--- src/design/lom_pkg.sv ---
/*
  lom_pkg: offsets, field positions, reset values, threshold tables,
  the mode-word view and the transmit start states.
  Assumes: 32-bit APB, byte addresses, one aligned word per register.
*/
package lom_pkg;

  // register byte offsets
  localparam logic [7:0]  OPMODE_OFS   = 8'h30;
  localparam logic [7:0]  STATUS_OFS   = 8'h34;

  // implemented bits, everything else reads zero
  localparam logic [31:0] OPMODE_WMASK = 32'hC3EE_C000;
  localparam logic [31:0] OPMODE_RESET = 32'h0000_0000;
  localparam logic [31:0] PORT_MASK    = 32'h0004_0000;

  // field positions
  localparam int unsigned ENH_BIT  = 31;
  localparam int unsigned RALL_BIT = 30;
  localparam int unsigned ONE_BIT  = 25;
  localparam int unsigned SCR_BIT  = 24;
  localparam int unsigned PCS_BIT  = 23;
  localparam int unsigned RATE_BIT = 22;
  localparam int unsigned SF_BIT   = 21;
  localparam int unsigned HBD_BIT  = 19;
  localparam int unsigned PORT_BIT = 18;
  localparam int unsigned CAP_BIT  = 17;
  localparam int unsigned LVL_LSB  = 14;

  // fifo fill count width in bits; the count itself is in bytes
  localparam int unsigned FILL_W   = 11;

  // start thresholds in bytes, index is the level field
  localparam logic [3:0][10:0] THR_10M  = {11'd160, 11'd128, 11'd96, 11'd72};
  localparam logic [3:0][10:0] THR_100M = {11'd1024, 11'd512, 11'd256, 11'd128};

  typedef struct packed {
    logic       enh_fair;
    logic       accept_all;
    logic       whitening;
    logic       pcs_on;
    logic       rate_10m;
    logic       full_frame;
    logic       hb_off;
    logic       port_media;
    logic       coll_fair;
    logic [1:0] level_sel;
  } lom_mode_t;

  typedef struct packed {
    logic       en;
    logic [3:0] d;
  } lom_nib_t;

  typedef enum logic [1:0] {
    TX_IDLE = 2'b00,
    TX_SEND = 2'b01
  } lom_tx_state_t;

endpackage : lom_pkg

--- src/design/lom_top.sv ---
/*
  lom_top: upper operating mode word of the network controller, its
  APB slave, the port multiplexer, receive accept decision and the
  transmit start gate.
  Assumes: one clock; fifo, filter and both ports sit on that clock;
  soft_reset_i is a one-cycle pulse from the controller's reset bit.
*/
`timescale 1ns/1ps
module lom_top (
  // clock and reset
  input  wire logic        ref_clk_i,
  input  wire logic        rstn_i,
  input  wire logic        soft_reset_i,
  // apb slave
  input  wire logic        psel_i,
  input  wire logic        penable_i,
  input  wire logic        pwrite_i,
  input  wire logic [7:0]  paddr_i,
  input  wire logic [31:0] pwdata_i,
  input  wire logic [3:0]  pstrb_i,
  output logic             pready_o,
  output logic [31:0]      prdata_o,
  output logic             pslverr_o,
  // transmit fifo
  input  wire logic [10:0] tx_fill_i,
  input  wire logic        tx_frame_ready_i,
  input  wire logic        tx_frame_sent_i,
  input  wire logic        tx_stopped_i,
  output logic             tx_start_o,
  // receive filter
  input  wire logic        rx_frame_end_i,
  input  wire logic        rx_addr_match_i,
  output logic             rx_accept_o,
  output logic             rx_status_word0_hit_o,
  // mac side nibble stream
  input  wire logic        mac_tx_en_i,
  input  wire logic [3:0]  mac_txd_i,
  output logic             mac_rx_dv_o,
  output logic [3:0]       mac_rxd_o,
  // serial port
  output logic             serial_port_tx_en_o,
  output logic             serial_port_txd_o,
  input  wire logic        serial_port_rx_dv_i,
  input  wire logic        serial_port_rxd_i,
  // media symbol port
  output logic             media_symbol_port_tx_en_o,
  output logic [3:0]       media_symbol_port_txd_o,
  input  wire logic        media_symbol_port_rx_dv_i,
  input  wire logic [3:0]  media_symbol_port_rxd_i,
  // mode to the rest of the controller
  output logic             enhanced_backoff_fairness_o,
  output logic             collision_fairness_enable_o,
  output logic             symbol_whitening_o,
  output logic             pcs_active_o,
  output logic             media_ctrl_internal_o,
  output logic             sqe_gen_en_o
);

  ////////////////////////////////////////////////////////////////////
  // register state

  logic [31:0]       opmode_q, opmode_d;
  lom_pkg::lom_mode_t mode;
  logic              pready_q, pready_d;
  logic [31:0]       prdata_q, prdata_d;
  logic              pslverr_q, pslverr_d;
  logic              access, wr_now, hit_mode, hit_stat;
  logic [31:0]       lane_mask;
  logic [31:0]       status_word;
  logic              gate_start, gate_busy;

  function automatic logic [31:0] strb_mask(input logic [3:0] s);
    strb_mask = {{8{s[3]}}, {8{s[2]}}, {8{s[1]}}, {8{s[0]}}};
  endfunction : strb_mask

  function automatic lom_pkg::lom_mode_t view(input logic [31:0] w);
    view.enh_fair   = w[lom_pkg::ENH_BIT];
    view.accept_all = w[lom_pkg::RALL_BIT];
    view.whitening  = w[lom_pkg::SCR_BIT];
    view.pcs_on     = w[lom_pkg::PCS_BIT];
    view.rate_10m   = w[lom_pkg::RATE_BIT];
    view.full_frame = w[lom_pkg::SF_BIT];
    view.hb_off     = w[lom_pkg::HBD_BIT];
    view.port_media = w[lom_pkg::PORT_BIT];
    view.coll_fair  = w[lom_pkg::CAP_BIT];
    view.level_sel  = w[lom_pkg::LVL_LSB +: 2];
  endfunction : view

  assign mode = view(opmode_q);

  ////////////////////////////////////////////////////////////////////
  // apb slave: one wait state, write lands with pready

  always_comb begin
    access    = psel_i && penable_i;
    wr_now    = access && pready_q && pwrite_i;
    hit_mode  = 1'b0;
    hit_stat  = 1'b0;
    if (paddr_i == lom_pkg::OPMODE_OFS) begin
      hit_mode = 1'b1;
    end else if (paddr_i == lom_pkg::STATUS_OFS) begin
      hit_stat = 1'b1;
    end
    lane_mask = strb_mask(pstrb_i);
  end

  always_comb begin
    status_word       = 32'h0000_0000;
    status_word[0]    = gate_busy;
    status_word[1]    = mode.port_media;
    status_word[2]    = tx_stopped_i;
    status_word[3]    = tx_frame_ready_i;
  end

  always_comb begin
    pready_d  = access && !pready_q;
    prdata_d  = prdata_q;
    pslverr_d = 1'b0;
    if (access && !pready_q) begin
      prdata_d  = 32'h0000_0000;
      if (hit_mode) begin
        prdata_d = pwrite_i ? 32'h0000_0000 : (opmode_q & lom_pkg::OPMODE_WMASK);
      end else if (hit_stat) begin
        prdata_d = pwrite_i ? 32'h0000_0000 : status_word;
      end else begin
        pslverr_d = 1'b1;
      end
    end
  end

  always_ff @(posedge ref_clk_i) begin
    if (!rstn_i) begin
      pready_q  <= 1'b0;
      prdata_q  <= 32'h0000_0000;
      pslverr_q <= 1'b0;
    end else begin
      pready_q  <= pready_d;
      prdata_q  <= prdata_d;
      pslverr_q <= pslverr_d;
    end
  end

  assign pready_o  = pready_q;
  assign prdata_o  = prdata_q;
  assign pslverr_o = pslverr_q;

  ////////////////////////////////////////////////////////////////////
  // mode word
  // bit 25 is stored as written; a missing one is the caller's slip,
  // reading it back lets driver code spot that

  always_comb begin
    opmode_d = opmode_q;
    if (soft_reset_i) begin
      opmode_d = (lom_pkg::OPMODE_RESET & ~lom_pkg::PORT_MASK)
               | (opmode_q & lom_pkg::PORT_MASK);
    end else if (wr_now && hit_mode) begin
      opmode_d = ((opmode_q & ~lane_mask) | (pwdata_i & lane_mask))
               & lom_pkg::OPMODE_WMASK;
    end
  end

  always_ff @(posedge ref_clk_i) begin
    if (!rstn_i) begin
      opmode_q <= lom_pkg::OPMODE_RESET;
    end else begin
      opmode_q <= opmode_d;
    end
  end

  ////////////////////////////////////////////////////////////////////
  // direct mode outputs, straight off the word flops

  assign enhanced_backoff_fairness_o = opmode_q[lom_pkg::ENH_BIT];
  assign collision_fairness_enable_o = opmode_q[lom_pkg::CAP_BIT];
  assign symbol_whitening_o          = opmode_q[lom_pkg::SCR_BIT];
  assign pcs_active_o                = opmode_q[lom_pkg::PCS_BIT];

  ////////////////////////////////////////////////////////////////////
  // receive accept and match report

  logic rx_accept_q, rx_accept_d;
  logic rx_hit_q, rx_hit_d;

  always_comb begin
    rx_accept_d = 1'b0;
    rx_hit_d    = rx_hit_q;
    if (rx_frame_end_i) begin
      rx_accept_d = mode.accept_all || rx_addr_match_i;
      rx_hit_d    = rx_addr_match_i;
    end
  end

  always_ff @(posedge ref_clk_i) begin
    if (!rstn_i) begin
      rx_accept_q <= 1'b0;
      rx_hit_q    <= 1'b0;
    end else begin
      rx_accept_q <= rx_accept_d;
      rx_hit_q    <= rx_hit_d;
    end
  end

  assign rx_accept_o           = rx_accept_q;
  assign rx_status_word0_hit_o = rx_hit_q;

  ////////////////////////////////////////////////////////////////////
  // port multiplexer; one registered stage each way after the mux so that a port
  // switch never glitches a pin mid cycle

  lom_pkg::lom_nib_t ser_tx_q, ser_tx_d;
  lom_pkg::lom_nib_t med_tx_q, med_tx_d;
  lom_pkg::lom_nib_t rx_q, rx_d;
  logic              ctrl_int_q, ctrl_int_d;
  logic              sqe_q, sqe_d;
  logic              ser_dv_s1, ser_dv_s2, ser_d_s1, ser_d_s2;
  logic              med_dv_s1, med_dv_s2;
  logic [3:0]        med_d_s1, med_d_s2;

  // port pins pass two flops first
  always_ff @(posedge ref_clk_i) begin
    if (!rstn_i) begin
      ser_dv_s1 <= 1'b0;
      ser_dv_s2 <= 1'b0;
      ser_d_s1  <= 1'b0;
      ser_d_s2  <= 1'b0;
      med_dv_s1 <= 1'b0;
      med_dv_s2 <= 1'b0;
      med_d_s1  <= 4'h0;
      med_d_s2  <= 4'h0;
    end else begin
      ser_dv_s1 <= serial_port_rx_dv_i;
      ser_dv_s2 <= ser_dv_s1;
      ser_d_s1  <= serial_port_rxd_i;
      ser_d_s2  <= ser_d_s1;
      med_dv_s1 <= media_symbol_port_rx_dv_i;
      med_dv_s2 <= med_dv_s1;
      med_d_s1  <= media_symbol_port_rxd_i;
      med_d_s2  <= med_d_s1;
    end
  end

  always_comb begin
    ser_tx_d = '0;
    med_tx_d = '0;
    rx_d     = '0;
    if (mode.port_media) begin
      med_tx_d.en = mac_tx_en_i;
      med_tx_d.d  = mac_txd_i;
      rx_d.en     = med_dv_s2;
      rx_d.d      = med_d_s2;
    end else begin
      ser_tx_d.en = mac_tx_en_i;
      ser_tx_d.d  = {3'b000, mac_txd_i[0]};
      rx_d.en     = ser_dv_s2;
      rx_d.d      = {3'b000, ser_d_s2};
    end
    ctrl_int_d = mode.pcs_on && mode.port_media;
    sqe_d      = !mode.hb_off && !mode.port_media;
  end

  always_ff @(posedge ref_clk_i) begin
    if (!rstn_i) begin
      ser_tx_q   <= '0;
      med_tx_q   <= '0;
      rx_q       <= '0;
      ctrl_int_q <= 1'b0;
      sqe_q      <= 1'b0;
    end else begin
      ser_tx_q   <= ser_tx_d;
      med_tx_q   <= med_tx_d;
      rx_q       <= rx_d;
      ctrl_int_q <= ctrl_int_d;
      sqe_q      <= sqe_d;
    end
  end

  assign serial_port_tx_en_o       = ser_tx_q.en;
  assign serial_port_txd_o         = ser_tx_q.d[0];
  assign media_symbol_port_tx_en_o = med_tx_q.en;
  assign media_symbol_port_txd_o   = med_tx_q.d;
  assign mac_rx_dv_o               = rx_q.en;
  assign mac_rxd_o                 = rx_q.d;
  assign media_ctrl_internal_o     = ctrl_int_q;
  assign sqe_gen_en_o              = sqe_q;

  ////////////////////////////////////////////////////////////////////
  // transmit start gate

  lom_tx_gate u_gate (
    .ref_clk_i     (ref_clk_i),
    .rstn_i        (rstn_i),
    .flush_i       (soft_reset_i || tx_stopped_i),
    .rate_10m_i    (mode.rate_10m),
    .full_frame_i  (mode.full_frame),
    .level_sel_i   (mode.level_sel),
    .fill_i        (tx_fill_i),
    .frame_ready_i (tx_frame_ready_i),
    .frame_sent_i  (tx_frame_sent_i),
    .start_o       (gate_start),
    .busy_o        (gate_busy)
  );

  assign tx_start_o = gate_start;

endmodule : lom_top

--- src/design/lom_tx_gate.sv ---
/*
  lom_tx_gate: decides when a buffered frame may start on the wire.
  Assumes: fill level and frame_ready come from the fifo on the same
  clock; frame_sent pulses once the started frame has left.
*/
`timescale 1ns/1ps
module lom_tx_gate (
  // clock and reset
  input  wire logic                      ref_clk_i,
  input  wire logic                      rstn_i,
  input  wire logic                      flush_i,
  // mode
  input  wire logic                      rate_10m_i,
  input  wire logic                      full_frame_i,
  input  wire logic [1:0]                level_sel_i,
  // fifo side
  input  wire logic [lom_pkg::FILL_W-1:0] fill_i,
  input  wire logic                      frame_ready_i,
  input  wire logic                      frame_sent_i,
  // start
  output logic                           start_o,
  output logic                           busy_o
);

  lom_pkg::lom_tx_state_t state_q, state_d;
  logic                   start_q, start_d;
  logic [10:0]            thr;
  logic                   go;

  always_comb begin
    thr = rate_10m_i ? lom_pkg::THR_10M[level_sel_i] : lom_pkg::THR_100M[level_sel_i];
    if (full_frame_i) begin
      go = frame_ready_i;
    end else begin
      // above level or short whole frame
      go = (fill_i > thr) || frame_ready_i;
    end
  end

  always_comb begin
    state_d = state_q;
    start_d = 1'b0;
    case (state_q)
      lom_pkg::TX_IDLE: begin
        if (go && !flush_i) begin
          start_d = 1'b1;
          state_d = lom_pkg::TX_SEND;
        end
      end
      lom_pkg::TX_SEND: begin
        if (frame_sent_i || flush_i) begin
          state_d = lom_pkg::TX_IDLE;
        end
      end
      default: state_d = lom_pkg::TX_IDLE;
    endcase
  end

  always_ff @(posedge ref_clk_i) begin
    if (!rstn_i) begin
      state_q <= lom_pkg::TX_IDLE;
      start_q <= 1'b0;
    end else begin
      state_q <= state_d;
      start_q <= start_d;
    end
  end

  assign start_o = start_q;
  assign busy_o  = (state_q == lom_pkg::TX_SEND);

endmodule : lom_tx_gate

--- config.mk ---
export PLATFORM = sky130hd
export DESIGN_NAME = lom_top
export DESIGN_NICKNAME = d
export VERILOG_FILES = /design/src/design/lom_pkg.sv /design/src/design/lom_top.sv /design/src/design/lom_tx_gate.sv
export SDC_FILE = /design/constraint.sdc
export NUM_CORES = 1
export LEC_CHECK = 0
export BUFFER_PORTS_ARGS = -buffer_cell sky130_fd_sc_hd__buf_2
export CAP_MARGIN = 25
export CORE_ASPECT_RATIO = 0.9
export CORE_MARGIN = 5
export CORE_UTILIZATION = 39
export CTS_CLUSTER_SIZE = 30
export DETAILED_ROUTE_END_ITERATION = 8
export PLACE_DENSITY = 0.81
export SYNTH_ARGS = -nofsm -noshare
export SYNTH_HDL_FRONTEND = slang
export SYNTH_SLANG_ARGS = --single-unit
export TNS_END_PERCENT = 100
--- constraint.sdc ---
create_clock -name ref_clk_i -period 1.96 [get_ports ref_clk_i]
set_input_delay 0.392 -clock ref_clk_i [delete_from_list [all_inputs] [get_ports ref_clk_i]]
set_output_delay 0.392 -clock ref_clk_i [all_outputs]
set_load 0.05 [all_outputs]
==> metrics.cfg, run 1 <==
[floorplan]
die_w_um = 91.7
chipHeight_um = 83.5
start_util = 0.407
core_um2 = 5760
rows = 26
num_io_pins = 133
die_area_um2 = 7660

[critical_path]
slowest_delay_ns = 0.38
r2r_end = u_gate.start_o$_SDFF_PN0_
arrival_ns = 2.14
worstPathMaxFanout = 3
cp_cell_sequence = or3b_4 > ha_4 > and4_4 > o21ai_2 > o221ai_2 > buf_4 > a21oi_2 > nor4_1
worst-path-buf-inv = 1
crit_type = register to register
critPathRequiredTime_ns = 2.20
crit_family = simple AND/OR/NAND/NOR gates
end_kind = register
start_kind = register
r2r_setup_slack_ns = 0.06
reg2regPathDepth = 8
cp_slowest_cell = or3b_4

[power]
sw_frac_of_total = 0.227
power_leakage_nw = 1.61
p_per_area_nw_per_um2 = 886
p_sw_mw = 0.640
pwr-share-seq = 0.457
combPwrFrac = 0.089
vdd_ir_drop_max_mv = 0.533
pwr-share-clk = 0.454
power_mw = 2.82
intPower_mw = 2.18

[yosys]
syn_inst = 225
ys_seq_area_frac = 0.530
ys_types = 41
avgSynthCellArea_um2 = 10.4
synth_seq_cells = 62
synth_warnings = 0
syn_area_um2 = 2340

[worst_hold_path]
min_from = tx_frame_sent_i
hold_path.class = primary input to register
min_delay_path_depth = 2
holdPathEnd = u_gate.state_q[0]$_SDFFE_PN0P_

[cells_and_area]
fin_util = 0.553
most-common-layout-cells = buf_2, dfxtp_1, nor2_1, conb_1, and2_1
drive_gt1_frac = 0.414
fin_cells = 406
final_common_cell = buf_2
syn2layout_area_growth_pct = 36.1
n_antenna_cell = 0
layout.nets = 416

[run]
max_cap_viol_count = 0

[drt]
viasPerCell = 4.73
drt_iter0_markers = 57
num_vias = 1921
routed_wl_mm = 5.55
dr.pass1.iters = 4
wl_per_cell_um = 13.7
detail-route-antenna-nets = 0
drc = 0

[global_routing]
grt_antenna_before_repair = 0
grt_start_max_net_pins = 23
gr-total-overflow = 0
grt_usage = 0.144
grt_pass1_vias = 1868
grt_pass1_wl_mm = 8.74

[clocking]
root_buffer = clkbuf_8
htree_levels = 3
tritoncts = built
numCtsBuffers = 9
insertion_delay_ns = 0.33
clock-sinks = 62
clockBufferDepth = 2
clkTransAtPathRegs_ns = 0.06

[timing]
timing.hold.ws_ns = 0.250
clock-skew-final_ns = 0.00464
layout_min_cycle_time_ns = 1.90
slew_headroom = 0.628
worst_pin_slew_ns = 0.557
slew_viol_final = 0
hold_viol_final = 0
fin_ws_ns = 0.0629
timing.final.crit_share = 0.968
setup_viol = 0
fmax_mhz = 527

[place]
numPortBuffers = 95
dp_slack_ns = -0.111
dp_hpwl_mm = 4.23
place_congestion = 0.762
dp.cells = 389

[run_status]
status = complete, no violations

## through the flow
stage / area [µm²] / TNS [ns]
floorplan: 2430 / 0
global placement: 2900 / -0.405
detailed placement: 2900 / -0.720
CTS: 3160 / -0.0320
global route: 3190 / -0.0447
finish: 3190 / 0
## cell type report
type | instances | area, µm²
sequential | 62 | 1240
timing repair buffer | 108 | 577
fill | 517 | 2570
multi-input combinational | 148 | 1040
clock buffer | 13 | 169
inverter | 2 | 7.51
tap | 70 | 87.6
clock inverter | 3 | 65.1
## power by group through the flow
stage / clock (mW) / combinational, mW / sequential, mW
floorplan: 0 / 0.149 / 1.35
global placement: 0 / 0.237 / 1.32
detailed placement: 0 / 0.242 / 1.32
CTS: 1.32 / 0.246 / 1.29
global route: 1.38 / 0.271 / 1.29
finish: 1.28 / 0.251 / 1.29
## cells in the mapped netlist
library cell   n  area, µm²
nand3b_1       3       22.5
o21ai_0        1       5.00
ha_1           7       87.6
nand4_1        1       6.26
o211a_1        1       10.0
inv_1          2       7.51
nand2_2        1       6.26
conb_1         1       3.75
nand2b_1       3       18.8
or4_4          1       11.3
nor2b_1        7       43.8
nor2_1        16       60.1
nor3b_1        1       7.51
mux2i_1       12        120
and3b_1        2       17.5
dfxtp_1       62       1240
or3b_2         1       8.76
a2111oi_0      1       8.76
nor4_1         1       6.26
buf_2          1       5.00
nand2_1       12       45.0
and2_1        15       93.8
and3_1         9       56.3
nor4b_1        1       8.76
o211ai_1       1       7.51
a22oi_1        4       30.0
buf_4         16        120
a21boi_0       1       7.51
nor4_4         1       21.3
or2_2          1       6.26
a31oi_1        1       6.26
and4b_1        1       10.0
clkbuf_1      11       41.3
o221ai_1       1       8.76
nor3_1         1       5.00
a22o_1        11       96.3
a211oi_1       2       15.0
a21oi_1        6       30.0
nand3_1        2       10.0
o31ai_1        1       7.51
and4_1         2       17.5
## logic make-up after synthesis
| kind of cell | share of synthesized area |
|---|---|
| buffers and inverters | 0.0743 |
| and+or+nand+nor | 0.206 |
| adders and majority gates | 0.0374 |
| AOI/OAI and AO/OA | 0.0994 |
| other | 0.00160 |
| DFF | 0.530 |
| muxes | 0.0513 |
## worst reg2reg max path, stage by stage, from the launching register on
cell      delay (ns)
dfxtp_2         0.34
or3b_4          0.38
ha_4            0.28
and4_4          0.21
o21ai_2         0.06
o221ai_2        0.18
buf_4           0.16
a21oi_2         0.05
nor4_1          0.15
## worst max-delay path by stage
stage                                           endpoint  cells past startpoint
after detailed placement                        register                      6
after CTS                 u_gate.state_q[0]$_SDFFE_PN0P_                      7
final                          u_gate.start_o$_SDFF_PN0_                      8
after global routing      u_gate.state_q[0]$_SDFFE_PN0P_                      7
after global placement                          register                      6
after floorplan           u_gate.state_q[0]$_SDFFE_PN0P_                      8
## layer usage
metal | global-route usage | vias to the layer above | wire length (µm)
li1 | - | 963 | -
met1 | 0.166 | 877 | 2260
met2 | 0.228 | 72 | 2630
met3 | 0.0830 | 9 | 595
met4 | 0.0405 | 0 | 57
met5 | 0 | - | 0
## timing repair
item	4_1_cts	5_1_grt
hold endpoints to repair	0	0
setup endpoints to repair	1	2
setup buffers	1	0
pin swaps	5	1
hold buffers	0	0
resized for setup	5	8
Power figures use the tool's default switching activity.
==> run 2: changes to the inputs <==
Settings changed: CORE_MARGIN 5 to not set.
==> metrics.cfg, run 2 (same netlist as run 1, synthesis figures left out) <==
[cells_and_area]
layout.nets = 414  ; was 416
seq_area_um2 = 1240  ; about the same
fin_cells = 404  ; was 406
multi_input_area_um2 = 1050  ; was 1040 µm²
syn2layout_area_growth_pct = 35.3  ; was 36.1%
n_antenna_cell = 0  ; unchanged
most-common-layout-cells = buf_2, dfxtp_1, nor2_1, conb_1, and2_1  ; unchanged
nFillCells = 550  ; was 517
drive_gt1_frac = 0.419  ; was 0.414
final_common_cell = buf_2  ; unchanged

[place]
place_congestion = 0.764  ; was 0.762
dp.cells = 387  ; was 389
dp_hpwl_mm = 3.80  ; was 4.23 mm
numPortBuffers = 95  ; unchanged

[timing]
finalSetupTns_ns = 0  ; unchanged
fmax_mhz = 510  ; was 527 MHz
timing.final.crit_share = 1.00  ; was 0.968
timing.hold.ws_ns = 0.251  ; was 0.250 ns
clock-skew-final_ns = 0.00604  ; was 0.00464 ns
layout_min_cycle_time_ns = 1.96  ; was 1.90 ns
worst_pin_slew_ns = 0.538  ; was 0.557 ns
hold_viol_final = 0  ; unchanged
slew_headroom = 0.641  ; was 0.628
slew_viol_final = 0  ; unchanged
rsz0062_at_grt = yes
setup_viol = 0  ; unchanged

[floorplan]
num_io_pins = 133  ; unchanged
core_um2 = 5730  ; was 5760 µm²
rows = 26  ; unchanged
die_w_um = 83.7  ; was 91.7 µm
chipHeight_um = 75.5  ; was 83.5 µm
start_util = 0.409  ; was 0.407
die_area_um2 = 6320  ; was 7660 µm²

[clocking]
htree_levels = 3  ; unchanged
insertion_delay_ns = 0.33  ; about the same
clkTransAtPathRegs_ns = 0.07  ; was 0.06 ns
clock-sinks = 62  ; unchanged
cts_hold_buf = 0  ; unchanged
clockBufferDepth = 2  ; unchanged
root_buffer = clkbuf_8  ; unchanged
numCtsBuffers = 9  ; unchanged
tritoncts = built  ; unchanged

[run]
max_cap_viol_count = 0  ; unchanged

[global_routing]
grt_start_max_net_pins = 24  ; was 23
met2_usage = 0.285  ; was 0.228
top_usage_layer = met2  ; unchanged
grt_antenna_before_repair = 0  ; unchanged
gr-total-overflow = 0  ; unchanged
grt_pass1_vias = 1710  ; was 1,868
met1_usage = 0.184  ; was 0.166
grt_pass1_wl_mm = 7.74  ; was 8.74 mm
grt_usage = 0.161  ; was 0.144
grt_util_met3 = 0.0628  ; was 0.0830

[power]
pwr-share-clk = 0.445  ; was 0.454
p_sw_mw = 0.661  ; was 0.640 mW
sw_frac_of_total = 0.238  ; was 0.227
power_leakage_nw = 1.59  ; was 1.61 nW
pwr-share-seq = 0.464  ; was 0.457
combPwrFrac = 0.091  ; was 0.089
intPower_mw = 2.12  ; was 2.18 mW
p_per_area_nw_per_um2 = 877  ; was 886 nW/µm²
vdd_ir_drop_max_mv = 0.478  ; was 0.533 mV

[critical_path]
arrival_ns = 2.18  ; was 2.14 ns
slowest_delay_ns = 0.40  ; was 0.38 ns
cp_slowest_cell = or3b_4  ; unchanged
critPathRequiredTime_ns = 2.19  ; was 2.20 ns
cp_cell_sequence = or3b_4 > ha_4 > and4_4 > o21ai_2 > o221ai_2 > a211oi_2 > a2111oi_2  ; was or3b_4 > ha_4 > and4_4 > o21ai_2 > o221ai_2 > buf_4 > a21oi_2 > nor4_1
start_kind = register  ; unchanged
crit_type = register to register  ; unchanged
end_kind = register  ; unchanged
worstPathMaxFanout = 2  ; was 3

[drt]
num_vias = 1916  ; was 1,921
dr.pass1.iters = 4  ; unchanged
drt_iter0_markers = 35  ; was 57
drc = 0  ; unchanged
detail-route-antenna-nets = 0  ; unchanged
routed_wl_mm = 5.08  ; was 5.55 mm
viasPerCell = 4.74  ; was 4.73
wl_per_cell_um = 12.6  ; was 13.7 µm

[worst_hold_path]
hold_path.class = primary input to register  ; unchanged

[run_status]
status = complete, no violations  ; unchanged

==> run 2: path summary, 6_finish.rpt <==
| path | end | from | slack, ns | depth (start not counted) |
|---|---|---|---|---|
| setup / recovery | u_gate.state_q[0]$_SDFFE_PN0P_ | register | 0.0008 | 7 |
| hold / removal | u_gate.state_q[0]$_SDFFE_PN0P_ | tx_frame_sent_i | 0.25 | 2 |
| hold reg to reg | ser_dv_s2$_SDFF_PN0_ | ser_dv_s1$_SDFF_PN0_ | 0.44 | 1 |
| setup reg to reg | u_gate.state_q[0]$_SDFFE_PN0P_ | register | 0.0008 | 7 |
==> run 2: per-layer routing <==
layer	part of all wire	wire, µm
met5	0	0
met4	0.0071	36
met3	0.072	367
met2	0.49	2480
met1	0.43	2200
==> run 2: layout make-up <==
cell class                      count  area share
Timing Repair Buffer              106       0.176
Multi-Input combinational cell    148       0.331
Clock buffer                       11      0.0446
Sequential cell                    62       0.393
Inverter                            2     0.00237
Clock inverter                      5      0.0257
Tap cell                           70      0.0276
==> run 2: power groups by stage <==
stage / logic, mW / clock network, mW / registers (mW)
3_5_place_dp: 0.241 / 0 / 1.32
2_1_floorplan: 0.149 / 0 / 1.35
6_report: 0.252 / 1.24 / 1.29
3_3_place_gp: 0.236 / 0 / 1.32
5_1_grt: 0.274 / 1.34 / 1.29
4_1_cts: 0.250 / 1.28 / 1.29
==> run 2: per-stage QoR <==
step | utilization | cell area (µm²) | total power, mW | worst slack [ns]
floorplan | - | 2430 | 1.50 | 0.00920
global placement | 0.504 | 2890 | 1.55 | -0.0727
detailed placement | 0.504 | 2890 | 1.56 | -0.0991
CTS | 0.550 | 3150 | 2.82 | 0.00901
global route | 0.554 | 3170 | 2.90 | -0.0744
finish | 0.554 | 3170 | 2.78 | 0.000796
==> run 2: what timing repair did <==
action,CTS,global route
buffers inserted,1,0
endpoints found under the setup margin,1,2
pin swaps,6,1
resized for setup,10,5
==> run 2: critical path, delay by kind of cell (launching register included) <==
family          cells  cell delay (ns)
simple gates        2             0.64
compound gates      4             0.63
flops               1             0.32
fa+ha+maj           1             0.27
